$ cat config.mk
export PLATFORM = sky130hd
export DESIGN_NAME = usart_rx_buffer
export DESIGN_NICKNAME = d
export VERILOG_FILES = /design/src/core/rx_buf_pkg.sv /design/src/core/usart_rx_buffer.sv
export SDC_FILE = /design/constraint.sdc
export NUM_CORES = 1
export LEC_CHECK = 0
export BUFFER_PORTS_ARGS = -buffer_cell sky130_fd_sc_hd__buf_2
export CAP_MARGIN = 5
export CELL_PAD_IN_SITES_DETAIL_PLACEMENT = 0
export CELL_PAD_IN_SITES_GLOBAL_PLACEMENT = 1
export CORE_MARGIN = 1.5
export CORE_UTILIZATION = 25
export CTS_BUF_LIST = sky130_fd_sc_hd__clkbuf_8 sky130_fd_sc_hd__clkbuf_16
export CTS_CLUSTER_DIAMETER = 60
export DETAILED_ROUTE_END_ITERATION = 7
export PLACE_DENSITY_LB_ADDON = 0.08
export SYNTH_ARGS = -nofsm -noshare
export SYNTH_HDL_FRONTEND = slang
export SYNTH_SLANG_ARGS = --single-unit
$ cat constraint.sdc
create_clock -name clk -period 4.41 [get_ports clk]
set_input_delay 0.882 -clock clk [delete_from_list [all_inputs] [get_ports clk]]
set_output_delay 0.882 -clock clk [all_outputs]
set_load 0.01 [all_outputs]
$ cat src/core/rx_buf_pkg.sv
// Constants for the serial receive buffer and its status registers
package rx_buf_pkg;
   // Register byte addresses on the APB bus
   localparam logic [7:0] ADDR_DATA = 8'h00;
   localparam logic [7:0] ADDR_STATUS_A = 8'h04;
   localparam logic [7:0] ADDR_CONTROL_B = 8'h08;
   localparam logic [7:0] ADDR_FRAME_C = 8'h0C;
   // status_reg_a bit positions
   localparam int POS_PE = 2;
   localparam int POS_OVR = 3;
   localparam int POS_FE = 4;
   localparam int POS_RXC = 7;
   // control_reg_b bit positions
   localparam int POS_NINTH = 1;
   localparam int POS_CHSZ2 = 2;
   localparam int POS_RXEN = 4;
   localparam int POS_RXCIE = 7;
   // frame_config_reg_c bit positions
   localparam int POS_CHSZ0 = 1;
   localparam int POS_STOP = 3;
   localparam int POS_PM0 = 4;
   localparam int POS_PM1 = 5;
   // Reset values
   localparam logic [7:0] RST_CONTROL_B = 8'h00;
   localparam logic [7:0] RST_FRAME_C = 8'h06;
   // FIFO depth and char size code for nine bits
   localparam int FIFO_DEPTH = 2;
   localparam logic [2:0] CHSZ_NINE = 3'h7;
   localparam logic [31:0] READ_ZERO = 32'h0000_0000;
endpackage

$ cat src/core/usart_rx_buffer.sv
// Receive buffer, error flags and receive-complete request of a serial transceiver
`timescale 1ns/10ps
module usart_rx_buffer (
   input wire logic clk,
   input wire logic arst_n,
   input wire logic psel,
   input wire logic penable,
   input wire logic pwrite,
   input wire logic [7:0] paddr,
   input wire logic [31:0] pwdata,
   output logic [31:0] prdata,
   output logic pready,
   output logic pslverr,
   input wire logic start_detected,
   input wire logic frame_done,
   input wire logic [8:0] shift_data,
   input wire logic shift_parity,
   input wire logic shift_stop,
   input wire logic global_irq_enable,
   output logic receive_done_irq,
   output logic pin_override,
   output logic rx_active
);
   import rx_buf_pkg::*;

   typedef struct packed {
      logic [8:0] data;
      logic fe;
      logic ovr;
      logic pe;
   } entry_t;

   // Parity of the data bits that the frame really carries
   function automatic logic data_parity(input logic [8:0] d, input logic [2:0] sz);
      logic [8:0] m;
      m = 9'h000;
      unique case (sz)
         3'h0: m = 9'h01F;
         3'h1: m = 9'h03F;
         3'h2: m = 9'h07F;
         3'h3: m = 9'h0FF;
         3'h7: m = 9'h1FF;
         default: m = 9'h0FF;
      endcase
      return ^(d & m);
   endfunction

   function automatic logic [8:0] mask_data(input logic [8:0] d, input logic [2:0] sz);
      logic [8:0] r;
      r = d;
      unique case (sz)
         3'h0: r = d & 9'h01F;
         3'h1: r = d & 9'h03F;
         3'h2: r = d & 9'h07F;
         3'h7: r = d;
         default: r = d & 9'h0FF;
      endcase
      return r;
   endfunction

   entry_t fifo_q [FIFO_DEPTH];
   entry_t fifo_d [FIFO_DEPTH];
   logic [1:0] count_q, count_d;
   logic rd_ptr_q, rd_ptr_d;
   logic shift_full_q, shift_full_d;
   entry_t shift_q, shift_d;
   logic ovr_pend_q, ovr_pend_d;
   logic [7:0] control_b_q, control_b_d;
   logic [7:0] frame_c_q, frame_c_d;
   logic [31:0] prdata_q, prdata_d;
   logic pready_q, pready_d;
   logic pslverr_q, pslverr_d;
   logic irq_q, irq_d;
   logic not_empty;

   logic [2:0] char_size_field;
   logic receiver_enable_bit;
   logic parity_mode_high, parity_mode_low;
   logic setup, rd_data, wr_ctrl, wr_frame;
   entry_t head, fresh;
   logic push, pop, calc_par;
   logic wr_ptr;

   assign char_size_field = {control_b_q[POS_CHSZ2], frame_c_q[POS_CHSZ0 +: 2]};
   assign receiver_enable_bit = control_b_d[POS_RXEN];
   assign parity_mode_high = frame_c_q[POS_PM1];
   assign parity_mode_low = frame_c_q[POS_PM0];
   assign setup = psel && !penable;
   assign rd_data = setup && !pwrite && paddr == ADDR_DATA;
   assign wr_ctrl = setup && pwrite && paddr == ADDR_CONTROL_B;
   assign wr_frame = setup && pwrite && paddr == ADDR_FRAME_C;
   assign head = fifo_q[rd_ptr_q];
   assign wr_ptr = rd_ptr_q ^ count_q[0];
   assign not_empty = count_q != 2'h0;

   always_comb begin
      // Incoming frame with its own checks captured at reception
      calc_par = data_parity(shift_data, char_size_field) ^ parity_mode_low;
      fresh.data = mask_data(shift_data, char_size_field);
      fresh.fe = !shift_stop;
      fresh.pe = parity_mode_high && (calc_par != shift_parity);
      fresh.ovr = 1'b0;
   end

   // Status of the head entry, all zero while the buffer is empty
   logic head_fe, head_pe, head_ovr, head_ninth;
   assign head_fe = not_empty && head.fe;
   assign head_pe = not_empty && head.pe && parity_mode_high;
   assign head_ovr = not_empty && head.ovr;
   assign head_ninth = not_empty && head.data[8];

   // Bus writes to the two configuration registers
   always_comb begin
      control_b_d = control_b_q;
      frame_c_d = frame_c_q;
      // Only the setup cycle writes, so the access phase cannot write twice
      if (wr_ctrl) begin
         control_b_d = pwdata[7:0];
      end
      if (wr_frame) begin
         frame_c_d = pwdata[7:0];
      end
   end

   always_ff @(posedge clk or negedge arst_n) begin
      if (!arst_n) begin
         control_b_q <= RST_CONTROL_B;
         frame_c_q <= RST_FRAME_C;
      end else begin
         control_b_q <= control_b_d;
         frame_c_q <= frame_c_d;
      end
   end

   // Shift register hand-over, FIFO pointers and the overrun marker
   always_comb begin
      for (int i = 0; i < FIFO_DEPTH; i++) begin
         fifo_d[i] = fifo_q[i];
      end
      count_d = count_q;
      rd_ptr_d = rd_ptr_q;
      shift_full_d = shift_full_q;
      shift_d = shift_q;
      ovr_pend_d = ovr_pend_q;
      pop = rd_data && not_empty;
      // A pop frees a slot in the same cycle, so a full buffer still takes the waiting frame
      push = shift_full_q && (count_q != 2'h2 || pop);
      if (pop) begin
         rd_ptr_d = !rd_ptr_q;
         count_d = count_d - 2'h1;
      end
      if (push) begin
         // The tail slot does not move when the head is popped in the same cycle
         fifo_d[wr_ptr] = shift_q;
         fifo_d[wr_ptr].ovr = ovr_pend_q;
         count_d = count_d + 2'h1;
         shift_full_d = 1'b0;
         ovr_pend_d = 1'b0;
      end else if (start_detected && shift_full_q) begin
         // Buffer full, a frame waiting and a new start detected: the waiting frame is lost
         ovr_pend_d = 1'b1;
         shift_full_d = 1'b0;
      end
      if (frame_done) begin
         shift_full_d = 1'b1;
         shift_d = fresh;
      end
      // Disable flushes at the edge of the write that clears the enable
      if (!receiver_enable_bit) begin
         count_d = 2'h0;
         rd_ptr_d = 1'b0;
         shift_full_d = 1'b0;
         ovr_pend_d = 1'b0;
      end
   end

   always_ff @(posedge clk or negedge arst_n) begin
      if (!arst_n) begin
         for (int i = 0; i < FIFO_DEPTH; i++) begin
            fifo_q[i] <= '0;
         end
         count_q <= 2'h0;
         rd_ptr_q <= 1'b0;
         shift_full_q <= 1'b0;
         shift_q <= '0;
         ovr_pend_q <= 1'b0;
      end else begin
         for (int i = 0; i < FIFO_DEPTH; i++) begin
            fifo_q[i] <= fifo_d[i];
         end
         count_q <= count_d;
         rd_ptr_q <= rd_ptr_d;
         shift_full_q <= shift_full_d;
         shift_q <= shift_d;
         ovr_pend_q <= ovr_pend_d;
      end
   end

   // Read data and response of the access phase
   always_comb begin
      prdata_d = READ_ZERO;
      pready_d = 1'b0;
      pslverr_d = 1'b0;
      if (setup) begin
         pready_d = 1'b1;
         unique case (paddr)
            // An empty buffer reads zero and is not popped
            ADDR_DATA: prdata_d = {24'h000000, head.data[7:0]} & {32{not_empty}};
            ADDR_STATUS_A: begin
               // Error bits are read-only; writes to them are dropped
               prdata_d[POS_RXC] = not_empty;
               prdata_d[POS_FE] = head_fe;
               prdata_d[POS_OVR] = head_ovr;
               prdata_d[POS_PE] = head_pe;
            end
            ADDR_CONTROL_B: begin
               prdata_d[7:0] = control_b_q;
               prdata_d[POS_NINTH] = head_ninth;
            end
            ADDR_FRAME_C: prdata_d[7:0] = frame_c_q;
            default: pslverr_d = 1'b1;
         endcase
         if (pwrite) begin
            prdata_d = READ_ZERO;
         end
      end
   end

   // Response stands for exactly the access cycle
   always_ff @(posedge clk or negedge arst_n) begin
      if (!arst_n) begin
         prdata_q <= READ_ZERO;
         pready_q <= 1'b0;
         pslverr_q <= 1'b0;
      end else begin
         prdata_q <= prdata_d;
         pready_q <= pready_d;
         pslverr_q <= pslverr_d;
      end
   end

   // Request follows the buffer level; the error flags have no path to it
   always_comb begin
      irq_d = control_b_q[POS_RXCIE] && count_d != 2'h0 && global_irq_enable;
   end

   always_ff @(posedge clk or negedge arst_n) begin
      if (!arst_n) begin
         irq_q <= 1'b0;
      end else begin
         irq_q <= irq_d;
      end
   end

   // Pin hand-over follows the enable at the edge of the write that sets it
   logic override_q, override_d;
   always_comb begin
      override_d = receiver_enable_bit;
   end

   always_ff @(posedge clk or negedge arst_n) begin
      if (!arst_n) begin
         override_q <= 1'b0;
      end else begin
         override_q <= override_d;
      end
   end

   assign prdata = prdata_q;
   assign pready = pready_q;
   assign pslverr = pslverr_q;
   assign receive_done_irq = irq_q;
   assign pin_override = override_q;
   assign rx_active = override_q;
endmodule

**Yosys cells after proc, flatten, opt, wreduce, memory -nomap -nowiden**

Index checks and enable logic that the tools add are counted.

- Logic and storage cells: 107
- Output and inout port bits: 37
- Flip-flop bits (word level): 91
- Input port bits: 59

- Add/sub/neg operators: 2
- Muxes and demuxes: 34
- Magnitude comparators: 3
- Bitwise gates (word level): 6
- Reduce and logical (&&, ||, !) cells: 29
- Equality and inequality tests: 11

Operators with widths:

| cell | count |
|---|---|
| $pmux W9 S4 | 2 |
| $mux W32 | 2 |
| $bwmux W24 | 2 |
| $mux W12 | 4 |
| $and A8 B32 Y32 | 1 |
| $demux W12 S1 | 2 |
| $mux W24 | 1 |
| $logic_and A1 B1 Y1 | 18 |
| $eq A8 B4 Y1 const B | 2 |
| $mux W1 | 12 |
| $pmux W2 S3 | 2 |
| $pmux W3 S4 | 1 |
| $and A9 B9 Y9 | 1 |
| $reduce_xor A9 Y1 | 1 |
| $eq A8 B3 Y1 const B | 1 |
| $logic_not A8 Y1 | 1 |
| $mux W2 | 4 |
| $mux W5 | 1 |
| $ge A2 B2 Y1 const B | 2 |
| $logic_not A1 Y1 | 4 |
| $ne A4 B2 Y1 const B | 1 |
| $not A1 Y2 | 2 |
| $pmux W1 S4 | 1 |
| $reduce_bool A2 Y1 | 2 |
| other kinds (14) | 15 |

**Longest topological paths before layout**

- Depth in word-level cells: 12
- Depth in mapped cells: 8
- Depth with buffers taken out: 7

**Worst setup path after synthesis**

Ideal clock, no wire load.

- Path type: in2reg
- From: input paddr[1]
- To: register fifo_q[0] (netlist name)
- Setup slack: 1,575 ps
- Library setup time: 125 ps
- Arrival time: 2,710 ps
- Path buffers: 1
- Data required time: 4,285 ps
- Cell stages on the path: 6
- Path through: or4_4 nor4b_4 o21ai_4 nor2b_4 buf_12 mux2_4

- Longest elaborated chain between the ends: 5

RTL lines:

| item | line | source |
|---|---|---|
| start, declared | usart_rx_buffer.sv:9 | `input wire logic [7:0] paddr,` |
| $logic_not A8 Y1 | usart_rx_buffer.sv:89 | `assign rd_data = setup && !pwrite && paddr == ADDR_DATA;` |
| $logic_and A1 B1 Y1 | usart_rx_buffer.sv:89 |  |
| $logic_and A1 B1 Y1 | usart_rx_buffer.sv:145 | `pop = rd_data && not_empty;` |
| $logic_or A1 B1 Y1 | usart_rx_buffer.sv:147 | `push = shift_full_q && (count_q != 2'h2 \|\| pop);` |
| $logic_and A1 B1 Y1 | usart_rx_buffer.sv:147 |  |
| end signal, assigned by index | usart_rx_buffer.sv:189 | `fifo_q[i] <= fifo_d[i];` |
| end, declared | usart_rx_buffer.sv:61 | `entry_t fifo_q [FIFO_DEPTH];` |

No other way between the ends.
A chain may end at the register's enable or synchronous reset.

**Final worst setup path**

- From: input paddr[1]
- To: register shift_full_q

- Longest elaborated chain between the ends: 8
- Elaborated cells between the ends (all ways): 12
- Those cells by class: eq/ne (2); mux (4); reduce/logical (6)

RTL lines:

| item | line | source |
|---|---|---|
| $logic_not A8 Y1 | usart_rx_buffer.sv:89 |  |
| $logic_and A1 B1 Y1 | usart_rx_buffer.sv:89 |  |
| $logic_and A1 B1 Y1 | usart_rx_buffer.sv:145 |  |
| $logic_or A1 B1 Y1 | usart_rx_buffer.sv:147 |  |
| $logic_and A1 B1 Y1 | usart_rx_buffer.sv:147 |  |
| $mux W1 | usart_rx_buffer.sv:152 | `if (push) begin` |
| $mux W1 | usart_rx_buffer.sv:164 | `if (frame_done) begin` |
| $mux W1 | usart_rx_buffer.sv:169 | `if (!receiver_enable_bit) begin` |
| end signal, assigned | usart_rx_buffer.sv:193 | `shift_full_q <= shift_full_d;` |
| end, declared | usart_rx_buffer.sv:65 | `logic shift_full_q, shift_full_d;` |

Parallel ways exist; a longest one is shown, timed or not.

==> summary.md <==
| Metric | Value |
|---|---|
| Number of top-level pins | `96` |
| Number of global-route vias before repair | `2153` |
| Clock tree from TritonCTS | `yes` |
| Total met3 wirelength after detailed routing | `335 µm` |
| Netlist cell types | `49` |
| Proportion of total power due to net switching | `20.7%` |
| Main flop type after synthesis | `sky130_fd_sc_hd__dfrtp_1` |
| Number of non-filler instances in the completed layout | `503` |
| Slew @ Worst Pin | `approximately 1.0 ns` |
| Core ar. | `13200 µm²` |
| Worst vdd rail ir drop | `approximately 0.15 mV` |
| Worst R2R Start | `count_q[0]$_DFF_PN0_` |
| Register cell area after layout | `between 1500 and 2000 µm²` |
| 1st-iter DRT viols | `50` |
| Post-CTS Hold Buffers | `0` |
| Setup CP Type | `input pin to flip-flop` |
| GR Overflow Total | `0` |
| Number of buffers created by CTS | `9` |
| Cell depth of the worst hold path | `1` |
| Run status | `finished, final reports clean` |
| R2R Setup Slk | `1.63 ns` |
| Critical-path top delay cell | `sky130_fd_sc_hd__or4_4` |
| DRC errors left | `0` |
| Share of power burned in combinational logic | `6.0%` |
| Final Max Tran Viols | `0` |
| Clock latency on the worst-skew pair | `0.34 ns` |
| Starting Density | `between 20% and 30%` |
| ANT nets after route | `0` |
| Number of hold violations in the final report | `0` |
| Die Width | `119 µm` |
| Mean routed wirelength per cell | `about 15 µm` |
| Final critical-path share of the clock period | `66.1%` |
| Clk buf depth | `2` |
| Share of the yosys chip area belonging to registers | `49.2%` |
| Post-route worst setup slack | `1.50 ns` |
| Detail Route met2 WL | `about 3.3 mm` |
| Wl on met1 | `roughly 3.7 mm` |
| N_diodes | `0` |
| First-pass GRT wire length | `12.3 mm` |
| Total Neg Setup Slack | `0 ns` |
| Commonest cells after routing, fill and taps aside | `64 x sky130_fd_sc_hd__dfrtp_1, 47 x sky130_fd_sc_hd__buf_2, 39 x sky130_fd_sc_hd__mux2_2` |
| Data arrival time of the critical path | `about 3.1 ns` |
| Peak Freq | `about 340 MHz` |
| Area of the die | `14200 µm²` |
| Instance count after placement with tap cells included | `487` |
| Number of optimization iterations in the first detailed-route pass | `4` |
| Fraction of power consumed by sequential logic | `39.0%` |
| Clock edge transition at the registers on the reported setup and hold paths | `0.05 ns` |
| Share of the synthesized area in the top cell type | `47.6%` |
| Kind of cell with the highest combined delay on the critical path | `simple AND/OR/NAND/NOR gates` |
| RR Endpoint | `fifo_q[4]$_DFFE_PN0P_` |
| Clock root buffer | `sky130_fd_sc_hd__clkbuf_16` |
| Switching component of the power | `336 µW` |
| Path class of the lowest-slack min-delay path | `flip-flop to flip-flop` |
| Critical path, cell by cell | `buf_2, or4_4, nor3_4, and4b_1, buf_4, mux2i_1, o21ba_2` |
| Final #Nets | `between 300 and 400` |
| Largest cells by area after synthesis | `sky130_fd_sc_hd__dfrtp_1 48%, sky130_fd_sc_hd__mux2_2 13%, sky130_fd_sc_hd__buf_4 5.8%, sky130_fd_sc_hd__mux2_4 4.5%, sky130_fd_sc_hd__mux2i_1 3.3%` |
| Antenna violations before repair | `0` |
| Max-slew headroom | `30.9%` |
| Per-instance average area after synthesis | `12.4 µm²` |
| Top metal layer carrying routed signals | `met4` |
| Largest net degree at the start of global routing | `46` |
| Overall fraction of global-route tracks in use | `between 10% and 20%` |
| Share of cells above drive strength 1 | `38.5%` |
| Hold Crit Start | `fifo_q[22]$_DFFE_PN0P_` |
| Share of total power in the clock network | `55.0%` |
| Most common library cell in the layout ignoring fill and taps | `sky130_fd_sc_hd__dfrtp_1` |
| Post-synth ARST share | `100%` |
| Type of destination of the critical path | `flip-flop` |
| Leakage power figure | `between 1.5 and 2 nW` |
| Register bit count reported by yosys | `between 60 and 70` |
| Pwr Total | `about 1.6 mW` |
| DP Wirelength | `5.38 mm` |
| Worst r2r path cells | `8` |
| Number of buffers and inverters on the critical path | `2` |
| Number of max-cap violations | `0` |
| H-Tree Depth | `3` |
| Post-cts repair resize count | `0` |
| Top cell type by total area after synthesis | `sky130_fd_sc_hd__dfrtp_1` |
| Number of vias after detailed routing | `2084` |
| Peak per-stage delay on the critical path | `0.59 ns` |
| Cells after synthesis | `about 270` |
| Final setup viols | `0` |
| GP Congestion | `about 0.64` |
| RSZ-0062 raised after global routing | `false` |
| Footprint of the multi-input gates | `1500 µm²` |
| DR vias/cell | `around 4.1` |
| Cell internal power dissipation | `around 1.3 mW` |
| Area added between synthesis and finish | `20.3%` |
| Yosys Warn Count | `0` |
| Post-CTS Repair Setup Buffers | `0` |
| Post-Route Skew | `0.00780 ns` |
| Dpl ws | `1.08 ns` |
| Final critical-path required period | `slightly below 3 ns` |
| Required time worst endpoint | `4.63 ns` |
| Routed wire length | `7.57 mm` |
| Count of flip-flops with a built-in enable after synthesis | `0` |
| Fill count | `1405` |
| Areal power density over the cells | `401 nW/µm²` |
| End of the worst hold path | `fifo_q[22]$_DFFE_PN0P_` |
| IO buf count | `47` |
| Post-Syn Area | `between 3000 and 4000 µm²` |
| Hold Slack | `0.496 ns` |
| Largest fanout of any net on the critical path | `8` |
| Vertical die dimension | `119 µm` |
| Clk sink count | `66` |
| Worst setup SP type | `input pin` |
| Rows | `between 40 and 50` |
==> registers in the layout (all words and copies together) (netlist names) <==
signal / cells
control_b_q: 6
count_q: 2
fifo_q: 24
frame_c_q: 8
ovr_pend_q: 1
pin_override: 1
prdata: 8
pready: 1
pslverr: 1
rd_ptr_q: 1
receive_done_irq: 1
shift_full_q: 1
shift_q: 11
==> worst reg2reg max path, cell delays in order, from the launching register on <==
cell,delay [ns]
sky130_fd_sc_hd__dfrtp_1,0.47
sky130_fd_sc_hd__inv_1,0.13
sky130_fd_sc_hd__ha_1,0.28
sky130_fd_sc_hd__or3_1,0.38
sky130_fd_sc_hd__nor4b_4,0.22
sky130_fd_sc_hd__buf_4,0.22
sky130_fd_sc_hd__o21ai_4,0.10
sky130_fd_sc_hd__nor2b_4,0.46
sky130_fd_sc_hd__mux2_2,0.40
==> cell type report <==
cell class | instances | share of cell area, %
Tap cell | 176 | 5.45
Timing Repair Buffer | 50 | 6.37
Inverter | 12 | 1.11
Multi-Input combinational cell | 183 | 37.1
Clock inverter | 6 | 3.19
Sequential cell | 66 | 40.9
Clock buffer | 10 | 5.91
==> cell families after synthesis <==
group	share of synthesized area (%)
xor gates and xnor gates	3.54
AOI/OAI and AO/OA	6.81
muxes	22.1
and+or+nand+nor	8.67
other	0.112
adders and majority gates	0.744
buffers and inverters	8.78
DFF	49.2
==> worst max-delay path by stage <==
stage | startpoint | to | cells after the start
finish | paddr[1] | shift_full_q$_DFFE_PN0P_ | 7
global route | paddr[1] | shift_full_q$_DFFE_PN0P_ | 7
CTS | paddr[1] | shift_full_q$_DFFE_PN0P_ | 7
detailed placement | paddr[1] | shift_full_q$_DFFE_PN0P_ | 7
global placement | paddr[1] | shift_full_q$_DFFE_PN0P_ | 7
floorplan | paddr[1] | fifo_q[0]$_DFFE_PN0P_ | 6
==> through the flow <==
| step | area (µm²) | utilization (%) |
|---|---|---|
| 2_1_floorplan | 3450 | - |
| 3_3_place_gp | 3680 | 27.9 |
| 3_5_place_dp | 3680 | 27.9 |
| 4_1_cts | 4040 | 30.7 |
| 5_1_grt | 4040 | 30.7 |
| 6_report | 4040 | 30.7 |
==> Yosys cell counts (all sizes together), types with 2 or more instances <==
master,count
nor2b,5
nor2,20
xor2,2
o21ai,7
mux4,2
buf,29
o211ai,2
a21o,3
clkbuf,5
mux2i,11
inv,12
ha,2
a21oi,5
nand3,3
dfstp,2
o22ai,3
xnor2,9
dfrtp,64
a22oi,4
nor3,5
o21a,2
nand2,7
a211oi,2
mux2,49
nor4b,2
==> per-layer routing <==
layer	track usage, %	up-vias
li1	-	1007
met1	15.7	1004
met2	17.4	59
met3	2.87	14
met4	5.87	0
met5	0	-
==> power by group through the flow <==
stage / registers, mW / clock network (mW) / logic [mW]
2_1_floorplan: 0.639 / 0 / 0.0708
3_3_place_gp: 0.643 / 0 / 0.0995
3_5_place_dp: 0.643 / 0 / 0.0999
4_1_cts: 0.632 / 0.918 / 0.100
5_1_grt: 0.634 / 0.947 / 0.109
6_report: 0.632 / 0.891 / 0.0970
No activity file was read; power rests on OpenSTA's default activity.
